## src/core/mufs_map.svh

```systemverilog
/*
 * Register offsets, field positions, reset values and counts for the
 * serial port flow-control and status block.
 * Assumes it is included by its bare name from every file that needs it.
 */
// Overview of operation
// - Modem status bit 4 shows inverted clear-to-send
// - Eight-bit scratch byte, storage only, resets zero
// - Control bit 7 sets clear-to-send asserted level
// - Control bit 6 sets ready line asserted level
// - Bits 5:4 pick receive free-slot threshold
// - Bit 3 pauses new symbols on deasserted CTS
// - Symbol in progress finishes before pausing
// - Bit 2 drops ready line at threshold
// - Bit 1 enables transmitter, resets to one
// - Bit 0 enables receiver, current symbol completes
// - Status 27:24 give transmit FIFO count
// - Status 19:16 give receive FIFO count
// - Status bit 9 is idle AND empty
// - Status bit 8 flags empty transmit FIFO
// - Status bit 7 shows clear-to-send line
// - Status bit 6 shows ready output line
// - Status bit 5 is inverse of bit 1
// - Status bit 4 sticky overrun, line-status read clears
// - Status bit 3 set while transmitter idle
// - Status bit 2 set while receiver idle
// - Status bit 1 flags transmit space available
// - Status bit 0 flags receive symbol available
// - Manual bit drives request line low when set
`ifndef MUFS_MAP_SVH
`define MUFS_MAP_SVH

// ***************************************************************
// Register byte offsets.
// ***************************************************************
`define MUFS_OFF_MODEM   8'h00
`define MUFS_OFF_SCRATCH 8'h04
`define MUFS_OFF_CNTL    8'h08
`define MUFS_OFF_STAT    8'h0c

// ***************************************************************
// Field positions.
// ***************************************************************
`define MUFS_MSR_CTS     4
`define MUFS_ST_TXLVL_LO 24
`define MUFS_ST_RXLVL_LO 16
`define MUFS_ST_DONE     9
`define MUFS_ST_TXEMPTY  8
`define MUFS_ST_CTS      7
`define MUFS_ST_RTS      6
`define MUFS_ST_TXFULL   5
`define MUFS_ST_OVR      4
`define MUFS_ST_TXIDLE   3
`define MUFS_ST_RXIDLE   2
`define MUFS_ST_SPACE    1
`define MUFS_ST_AVAIL    0

// ***************************************************************
// Reset values and thresholds.
// ***************************************************************
`define MUFS_CNTL_RST    8'h03
`define MUFS_SCR_RST     8'h00
`define MUFS_FIFO_DEPTH  8
`define MUFS_THR_00      4'h3
`define MUFS_THR_01      4'h2
`define MUFS_THR_10      4'h1
`define MUFS_THR_11      4'h4

`endif

```

## src/core/mufs_pkg.sv

```systemverilog
/*
 * Types shared by the flow-control and status block.
 * Assumes the map header supplies every number.
 */
package mufs_pkg;

   // Extra control register, bit 7 down to bit 0.
   typedef struct packed {
      logic       cts_lvl;
      logic       rts_lvl;
      logic [1:0] thr;
      logic       tx_auto;
      logic       rx_auto;
      logic       tx_en;
      logic       rx_en;
   } mufs_cntl_t;

   // Status coming from the data path on the same clock.
   typedef struct packed {
      logic [3:0] tx_count;
      logic [3:0] rx_count;
      logic       tx_busy;
      logic       rx_busy;
   } mufs_path_t;

endpackage

```

## src/core/mufs_top.sv

```systemverilog
/*
 * Control and status registers of a small serial port: modem status,
 * scratch byte, extra control and extended status, with transmit flow
 * gating, receive start enable and the ready-to-receive output line.
 * Assumes an APB master on pclk, a data path on the same clock that
 * reports FIFO counts and busy flags and asks before starting a symbol,
 * and a remote peer driving flow_in_pin asynchronously.
 */
// The address map and the APB interface to the registers are this design's own decisions.
`include "mufs_map.svh"
`timescale 1ns/1ps
`default_nettype none

module mufs_top #(
   parameter int CNT_W = 4
) (
   input  wire logic                pclk,
   input  wire logic                presetn,
   input  wire logic                psel,
   input  wire logic                penable,
   input  wire logic                pwrite,
   input  wire logic [7:0]          paddr,
   input  wire logic [31:0]         pwdata,
   input  wire logic [3:0]          pstrb,
   output logic [31:0]              prdata,
   output logic                     pready,
   output logic                     pslverr,
   input  wire logic                flow_in_pin,
   output logic                     flow_out_pin,
   input  wire mufs_pkg::mufs_path_t path,
   input  wire logic                tx_start_req,
   output logic                     tx_start,
   input  wire logic                rx_start_req,
   output logic                     rx_start,
   input  wire logic                rx_drop,
   input  wire logic                lsr_rd,
   input  wire logic                mcr_rts
);

   // ***************************************************************
   // Declarations.
   // ***************************************************************
   mufs_pkg::mufs_cntl_t cntl;
   mufs_pkg::mufs_cntl_t next_cntl;
   logic [7:0]           scratch;
   logic [7:0]           next_scratch;
   logic [31:0]          next_prdata;
   logic                 overrun;
   logic                 next_overrun;
   logic                 cts_meta;
   logic                 cts_s;
   logic                 next_flow_out;
   logic                 cts_asserted;
   logic                 rx_ready;
   logic [CNT_W-1:0]     rx_free;
   logic [31:0]          stat_word;
   logic                 setup_ph;
   logic                 wr_acc;
   logic                 mapped;

   // Free-slot count at which the ready line drops.
   function automatic logic [3:0] thr_free(input logic [1:0] code);
      logic [3:0] r;
      r = `MUFS_THR_00;
      unique case (code)
         2'b00: r = `MUFS_THR_00;
         2'b01: r = `MUFS_THR_01;
         2'b10: r = `MUFS_THR_10;
         2'b11: r = `MUFS_THR_11;
      endcase
      return r;
   endfunction

   // Address decode shared by the write path and the error answer.
   function automatic logic is_mapped(input logic [7:0] a);
      return (a == `MUFS_OFF_MODEM) || (a == `MUFS_OFF_SCRATCH) ||
             (a == `MUFS_OFF_CNTL) || (a == `MUFS_OFF_STAT);
   endfunction

   // ***************************************************************
   // Clear-to-send synchroniser.
   // ***************************************************************
   // The pin is asynchronous, so two flops come before any use.
   always_ff @(posedge pclk or negedge presetn) begin
      if (!presetn) begin
         cts_meta <= 1'b0;
         cts_s    <= 1'b0;
      end else begin
         cts_meta <= flow_in_pin;
         cts_s    <= cts_meta;
      end
   end

   // Asserted level follows the polarity bit.
   always_comb begin
      cts_asserted = cts_s ^ cntl.cts_lvl;
   end

   // ***************************************************************
   // APB decode.
   // ***************************************************************
   // Zero wait states: read data is captured in the setup cycle.
   // An error shows only in the access phase, beside pready.
   always_comb begin
      setup_ph = psel && !penable;
      mapped   = is_mapped(paddr);
      pready   = psel && penable;
      pslverr  = psel && penable && !mapped;
      wr_acc   = psel && penable && pwrite && mapped;
   end

   // ***************************************************************
   // Control and scratch registers.
   // ***************************************************************
   // Only byte lane 0 carries fields; upper lanes are ignored.
   always_comb begin
      next_cntl    = cntl;
      next_scratch = scratch;
      if (wr_acc && pstrb[0]) begin
         if (paddr == `MUFS_OFF_CNTL) begin
            next_cntl = mufs_pkg::mufs_cntl_t'(pwdata[7:0]);
         end
         if (paddr == `MUFS_OFF_SCRATCH) begin
            next_scratch = pwdata[7:0];
         end
      end
   end

   always_ff @(posedge pclk or negedge presetn) begin
      if (!presetn) begin
         cntl    <= mufs_pkg::mufs_cntl_t'(`MUFS_CNTL_RST);
         scratch <= `MUFS_SCR_RST;
      end else begin
         cntl    <= next_cntl;
         scratch <= next_scratch;
      end
   end

   // ***************************************************************
   // Overrun flag.
   // ***************************************************************
   // A drop in the same cycle as the clear wins, so none is lost.
   always_comb begin
      next_overrun = overrun;
      if (lsr_rd) begin
         next_overrun = 1'b0;
      end
      if (rx_drop) begin
         next_overrun = 1'b1;
      end
   end

   always_ff @(posedge pclk or negedge presetn) begin
      if (!presetn) begin
         overrun <= 1'b0;
      end else begin
         overrun <= next_overrun;
      end
   end

   // ***************************************************************
   // Symbol start gating.
   // ***************************************************************
   // Only starts are gated; a symbol already on the wire runs on.
   always_comb begin
      tx_start = tx_start_req && cntl.tx_en &&
                 (!cntl.tx_auto || cts_asserted);
      rx_start = rx_start_req && cntl.rx_en;
   end

   // ***************************************************************
   // Ready-to-receive output line.
   // ***************************************************************
   // Dropping a few slots early leaves room for symbols in flight.
   always_comb begin
      rx_free  = CNT_W'(`MUFS_FIFO_DEPTH) - path.rx_count;
      rx_ready = rx_free > thr_free(cntl.thr);
      if (cntl.rx_auto) begin
         next_flow_out = rx_ready ^ cntl.rts_lvl;
      end else begin
         next_flow_out = !mcr_rts;
      end
   end

   always_ff @(posedge pclk or negedge presetn) begin
      if (!presetn) begin
         flow_out_pin <= 1'b1;
      end else begin
         flow_out_pin <= next_flow_out;
      end
   end

   // ***************************************************************
   // Extended status word.
   // ***************************************************************
   // Every field is live; only the overrun bit is stored here.
   // Counts above eight from the data path are passed on unchecked.
   always_comb begin
      stat_word = 32'h0000_0000;
      stat_word[`MUFS_ST_TXLVL_LO +: 4] = path.tx_count;
      stat_word[`MUFS_ST_RXLVL_LO +: 4] = path.rx_count;
      stat_word[`MUFS_ST_TXEMPTY] = path.tx_count == 4'h0;
      stat_word[`MUFS_ST_TXIDLE]  = !path.tx_busy;
      stat_word[`MUFS_ST_DONE]    = !path.tx_busy &&
                                    path.tx_count == 4'h0;
      stat_word[`MUFS_ST_CTS]     = cts_s;
      stat_word[`MUFS_ST_RTS]     = flow_out_pin;
      stat_word[`MUFS_ST_SPACE]   =
         path.tx_count != 4'(`MUFS_FIFO_DEPTH);
      stat_word[`MUFS_ST_TXFULL]  =
         path.tx_count == 4'(`MUFS_FIFO_DEPTH);
      stat_word[`MUFS_ST_OVR]     = overrun;
      stat_word[`MUFS_ST_RXIDLE]  = !path.rx_busy;
      stat_word[`MUFS_ST_AVAIL]   = path.rx_count != 4'h0;
   end

   // ***************************************************************
   // Read data register.
   // ***************************************************************
   // Reads have no side effect; unmapped offsets return zero.
   always_comb begin
      next_prdata = prdata;
      if (setup_ph && !pwrite) begin
         next_prdata = 32'h0000_0000;
         unique case (paddr)
            `MUFS_OFF_MODEM:
               next_prdata[`MUFS_MSR_CTS] = !cts_s;
            `MUFS_OFF_SCRATCH:
               next_prdata[7:0] = scratch;
            `MUFS_OFF_CNTL:
               next_prdata[7:0] = cntl;
            `MUFS_OFF_STAT:
               next_prdata = stat_word;
            default:
               next_prdata = 32'h0000_0000;
         endcase
      end
   end

   always_ff @(posedge pclk or negedge presetn) begin
      if (!presetn) begin
         prdata <= 32'h0000_0000;
      end else begin
         prdata <= next_prdata;
      end
   end
endmodule

`default_nettype wire

```

## config.mk

```make
export PLATFORM = sky130hd
export DESIGN_NAME = mufs_top
export DESIGN_NICKNAME = d
export VERILOG_FILES = /design/src/core/mufs_pkg.sv /design/src/core/mufs_top.sv
export VERILOG_INCLUDE_DIRS = /design/src /design/src/core
export SDC_FILE = /design/constraint.sdc
export NUM_CORES = 1
export LEC_CHECK = 0
export ABC_AREA = 1
export BUFFER_PORTS_ARGS = -buffer_cell sky130_fd_sc_hd__buf_2
export CAP_MARGIN = 25
export CORE_ASPECT_RATIO = 1.4
export CORE_MARGIN = 2
export CORE_UTILIZATION = 42
export CTS_CLUSTER_DIAMETER = 80
export DETAILED_ROUTE_END_ITERATION = 6
export GPL_ROUTABILITY_DRIVEN = 0
export PLACE_DENSITY = 0.77
export RECOVER_POWER = 25
export SYNTH_ARGS = -nofsm -noshare
export SYNTH_HDL_FRONTEND = slang
export SYNTH_SLANG_ARGS = --single-unit
```

## constraint.sdc

```tcl
create_clock -name pclk -period 1.3 [get_ports pclk]
set_input_delay 0.065 -clock pclk [delete_from_list [all_inputs] [get_ports pclk]]
set_output_delay 0.065 -clock pclk [all_outputs]
set_load 0.01 [all_outputs]
```

# [After elaboration in Yosys (flattened, before gate mapping)]
# Index checks and enable logic that the tools add are counted.
[word_totals] register_bits=52 in_bits=65 out_inout_bits=37 word_cells=63
[classes] add_sub_neg=1 order_cmp=1 n_eq_ne=8 n_mux=8 n_bitwise=2 n_reduce_logical=30
[op_table] cell="2-to-1 mux 20 bit" count=1
[op_table] cell="equality test 8 x 4 -> 1 bit (second input constant)" count=2
[op_table] cell="case mux 4 bit (4 select lines)" count=1
[op_table] cell="case mux 4 bit (3 select lines)" count=1
[op_table] cell="logical AND 1 bit" count=11
[op_table] cell="case mux 3 bit (3 select lines)" count=1
[op_table] cell="equality test 8 x 3 -> 1 bit (second input constant)" count=1
[op_table] cell="zero test 1 bit" count=8
[op_table] cell="zero test 8 bit" count=1
[op_table] cell="equality test 2 bit (second input constant)" count=2
[op_table] cell="equality test 4 bit (second input constant)" count=1
[op_table] cell="> comparator 4 bit" count=1
[op_table] cell="zero test 4 bit" count=1
[op_table] cell="logical OR 1 bit" count=4
[op_table] cell="inequality test 4 bit (second input constant)" count=1
[op_table] cell="case mux 1 bit (4 select lines)" count=1
[op_table] cell="AND reduction 2 bit" count=2
[op_table] cell="nonzero test 4 bit" count=1
[op_table] cell="subtractor 4 bit (first input constant)" count=1
[op_table] cell="2-to-1 mux 1 bit" count=3
[op_table] cell="equality test 2 x 1 -> 1 bit (second input constant)" count=1
[op_table] cell="zero test 2 bit" count=1
[op_table] cell="nonzero test 2 bit" count=1
[op_table] cell="bitwise XOR 1 bit" count=2

# [Logic depth before layout (Yosys ltp)]
[depth] word_depth=7 ltp_mapped=12 mapped_depth_nobuf=12

# [Worst setup path before layout]
# Ideal clock, no wire load.
[synth_timing] path_type="reg2reg" startpoint="reg cntl[5] (netlist name)" endpoint="reg flow_out_pin" setup_ns=0.060 arrival_time_ns=1.186 required_ns=1.240 setup_slack_ns=0.054 stages_incl_launch_ff=12 n_path_buf=1 period_less_slack_ns=1.246 cell_sequence="dfrtp_1 -> clkbuf_1 -> ha_1 -> nand2_1 -> nand2_1 -> nand2_1 -> nand2_1 -> nand2_1 -> nand2_1 -> nand2_1 -> nand3_1 -> nand2_1"
[synth_via] elab_chain_len=5 word_cells_on_any_way=8 cone_classes="1 x order compare; 3 x eq/ne; 2 x mux; 1 x bitwise; 1 x reduce/logical"
[synth_rtl] element="start: declaration" line_no="mufs_top.sv:43" source="mufs_pkg::mufs_cntl_t cntl;"
[synth_rtl] element="start signal: assignment" line_no="mufs_top.sv:131" source="cntl <= mufs_pkg::mufs_cntl_t'(`MUFS_CNTL_RST);"
[synth_rtl] element="start signal: assignment" line_no="mufs_top.sv:134" source="cntl <= next_cntl;"
[synth_rtl] element="equality test 2 bit, or another cell as far along" line_no="mufs_top.sv:65" source="unique case (code)"
[synth_rtl] element="case mux 4 bit (4 select lines) *" line_no="mufs_top.sv:65"
[synth_rtl] element="> comparator 4 bit *" line_no="mufs_top.sv:177" source="rx_ready = rx_free > thr_free(cntl.thr);"
[synth_rtl] element="bitwise XOR 1 bit *" line_no="mufs_top.sv:179" source="next_flow_out = rx_ready ^ cntl.rts_lvl;"
[synth_rtl] element="2-to-1 mux 1 bit *" line_no="mufs_top.sv:178" source="if (cntl.rx_auto) begin"
[synth_rtl] element="via next_flow_out" line_no="mufs_top.sv:52" source="logic next_flow_out;"
[synth_rtl] element="end signal: assignment" line_no="mufs_top.sv:189" source="flow_out_pin <= next_flow_out;"
[synth_rtl] element="end: declaration" line_no="mufs_top.sv:29" source="output logic flow_out_pin,"
# Mark *: on every way through the listed nets, which the timed path passes. The rest lies on a longest branch. The select of a mux whose other input is x is not followed.
# A chain may end at the register's enable or synchronous reset.

# [Worst setup path after layout]
# Ends and elaborated chain as after synthesis.

==> out/qor.csv <==
stage;metric;value;unit
routing;final WL;4670;um
pwr;Net Switching;0.538;mW
global_routing;vias in the first global route;1843;
job;Max-cap violations;0;
pwr;Max IR drop VDD;0.439;mV
routing;drt pass-1 iters;4;
finish;share of layout cells above drive strength 1;30.2;%
pwr;Static Leak;1.59;nW
worst_setup_path;reg2reg setup slack;60;ps
worst_setup_path;crit-path most repeated cell;nand2_1;
pwr;power density over the cells;810;nW/um^2
logic_synthesis;Async SR Flop Fraction;100;%
hold_path;hold crit path type;in -> reg;
routing;Via-to-Cell Ratio;4.67;
worst_setup_path;CP top delay family;simple AND/OR/NAND/NOR gates;
routing;Post-DRT Antenna Nets;0;
sta;total negative slack;0;ps
routing;via count;1978;
pwr;combinational power share;11.7;%
clock_network;cts bufs inserted;5;
floorplanning;die area;5810;um^2
floorplanning;height of the die;89.4;um
worst_setup_path;critical path arrival;1460;ps
sta;setup violators final;0;
finish;area of the multi-input gates;1040;um^2
routing;DRT iter0 DRCs;90;
logic_synthesis;dominant synthesized flop cell;dfrtp_1;
clock_network;H-Tree Depth;2;
finish;Ant. Diodes;0;
logic_synthesis;most area-hungry cell type in the Yosys netlist;dfrtp_1;
sta;RSZ-0062 raised after global routing;yes;
worst_setup_path;worst-path cell chain;ha_4 -> nand2_1 -> nand2_1 -> nand2_1 -> nand2_1 -> nand2_1 -> nand2_1 -> nand2_1 -> nand3_1 -> nand2_1;
logic_synthesis;Area contributors post-synth;dfrtp_1, nand2_1, buf_4;
routing;wire length per cell;11.0;um
finish;Area Growth Syn to Fin;27.9;%
logic_synthesis;count leader, synth;nand2_1;
placed_design;I/O Buffers;60;
global_routing;first-pass GRT wire length;8020;um
clock_network;CTS tree;built;
sta;Slew Limit Fails;0;
worst_setup_path;crit-path max cell delay;440;ps
floorplanning;row cnt;31;
worst_setup_path;WP buf/inv;0;
clock_network;clock sinks;38;
worst_setup_path;critical-path maximum fanout;4;
finish;register area;956;um^2
outcome;outcome;complete, no violations;
global_routing;initial antenna violation count;0;
placed_design;DP HPWL;3690;um
clock_network;CTS Buffer Depth;2;
floorplanning;# IOs;102;
logic_synthesis;Synth Register Bits;38;
global_routing;largest net degree at the start of global routing;27;
global_routing;GRT Util Overall;17.6;%
floorplanning;Initial Util;43.0;%
floorplanning;Core Area;5080;um^2
worst_setup_path;Crit-path slowest cell;dfrtp_2;
clock_network;worst skew pair latency;280;ps
logic_synthesis;Syn Area/Cell;7.95;um^2
pwr;Clock Power Share;35.4;%
floorplanning;Die W;65.0;um
clock_network;Root Driver;clkbuf_8;
worst_setup_path;Worst EP required;1520;ps
sta;Clock Skew;5.38;ps
logic_synthesis;Synth top area share;40.0;%
sta;final hold slack;12.5;ps
pwr;internal power;1.73;mW
logic_synthesis;Seq/Total Area, Yosys;43.6;%
logic_synthesis;Synth warnings;0;
sta;Tmin final;1240;ps
logic_synthesis;EDFF count, synth;0;
pwr;share of power burned in registers;52.8;%
logic_synthesis;Post-Syn Area;2190;um^2
global_routing;grt ovf;0;
logic_synthesis;synth cell count leaders;nand2_1, dfrtp_1, inv_1, nand4_1, buf_4;
finish;nets;426;
worst_setup_path;Setup Crit Path Kind;reg -> reg;
sta;fmax;807;MHz
logic_synthesis;post-synthesis cell count;275;
worst_setup_path;crit path launch type;flip-flop;
pwr;Switching Fraction;23.8;%
logic_synthesis;Distinct cells, synth;32;
clock_network;Clk pin slew, worst setup/hold paths;70;ps
sta;Hold Fails Final Rpt;0;
sta;Final period util;95.3;%
worst_setup_path;Worst setup EP type;flip-flop;
finish;# fillers;491;
routing;remaining routing DRC violations;0;
[power by group through the flow]
stage | combinational [mW] | sequential (mW) | clock [mW]
floorplan | 0.148 | 1.22 | 0
global placement | 0.242 | 1.22 | 0
detailed placement | 0.249 | 1.22 | 0
CTS | 0.264 | 1.20 | 0.826
global route | 0.303 | 1.20 | 0.874
finish | 0.266 | 1.20 | 0.802
[final timing paths]
check                           startpoint           end  cells past startpoint
min in group asynchronous          presetn       cntl[2]                      2
worst max-delay path               cntl[5]  flow_out_pin                     10
worst max register to register     cntl[5]  flow_out_pin                     10
worst min register to register    cts_meta         cts_s                      0
max in group asynchronous          presetn    prdata[24]                      3
worst min-delay path             pwdata[0]       cntl[0]                      3
[layout make-up]
cell class              instances  share of cell area (%)
clock buffers                   7                    3.09
well taps                      66                    2.95
flip-flops and latches         38                    34.2
inverters                      28                    3.76
repair buffers                 83                    18.7
multi-input cells             201                    37.2
clock inverters                 1                   0.179
[per-stage QoR]
step	setup slack, ps	power [mW]	cell area, um^2	instances	util, %
final	61.3	2.27	2800	424	55.0
after global routing	-33.8	2.37	2800	424	55.0
after CTS	11.2	2.29	2770	422	54.5
after detailed placement	-67.5	1.47	2620	408	51.5
after global placement	-9.23	1.46	2620	408	51.5
after floorplan	54.1	1.37	2240	288	-
[what timing repair did]
action | 4_1_cts | 5_1_grt
hold buffers | 6 | 0
buffers inserted | 0 | 2
resized for setup | 0 | 4
hold endpoints to repair | 18 | 0
endpoints found under the setup margin | 0 | 3
[worst reg2reg max path, cell delays in order (launching register included)]
cell and delay, ps:
dfrtp_2 440, ha_4 280, nand2_1 50, nand2_1 50
nand2_1 40, nand2_1 50, nand2_1 60, nand2_1 60
nand2_1 50, nand3_1 60, nand2_1 50
[placed cells by master (no fill, tap or decap), types with 2 or more instances in the layout]
cell type and count:
buf_2 59, nand3_1 12, nor2_4 3, buf_12 3, nand2_1 112, o21ai_1 3, inv_1 25, nor2_1 6
buf_4 13, clkbuf_1 2, dfstp_2 3, nor2_2 7, ha_1 3, dfrtp_1 34, nand4_1 18, conb_1 14
o31ai_1 8, nand3_4 2, dlygate4sd3_1 6, inv_2 2, clkbuf_8 6
[registers in the layout, summed over array words and instances, names as in the netlist]
name          flops
flow_out_pin      1
scratch           8
cts_s             1
overrun           1
prdata           18
cts_meta          1
cntl              8
[metal layers]
metal  vias to the layer above  GRT usage [%]  wire length (um)
li1                       1009              -                 -
met1                       894           19.9              1890
met2                        69           33.3              2420
met3                         6           3.27               286
met4                         0           5.22                71
met5                         -              0                 0
[kinds of logic (layout without fill, tap and decap cells)]
family | count (synthesis) | in the layout | synth area share [%]
buf+inv | 49 | 119 | 11.7
other cells | 1 | 14 | 0.171
xor+xnor | 1 | 1 | 0.401
simple gates | 168 | 168 | 37.4
flops | 38 | 38 | 43.7
fa+ha+maj | 4 | 4 | 2.29
compound gates | 14 | 14 | 4.35
No activity file was read; power rests on OpenSTA's default activity.
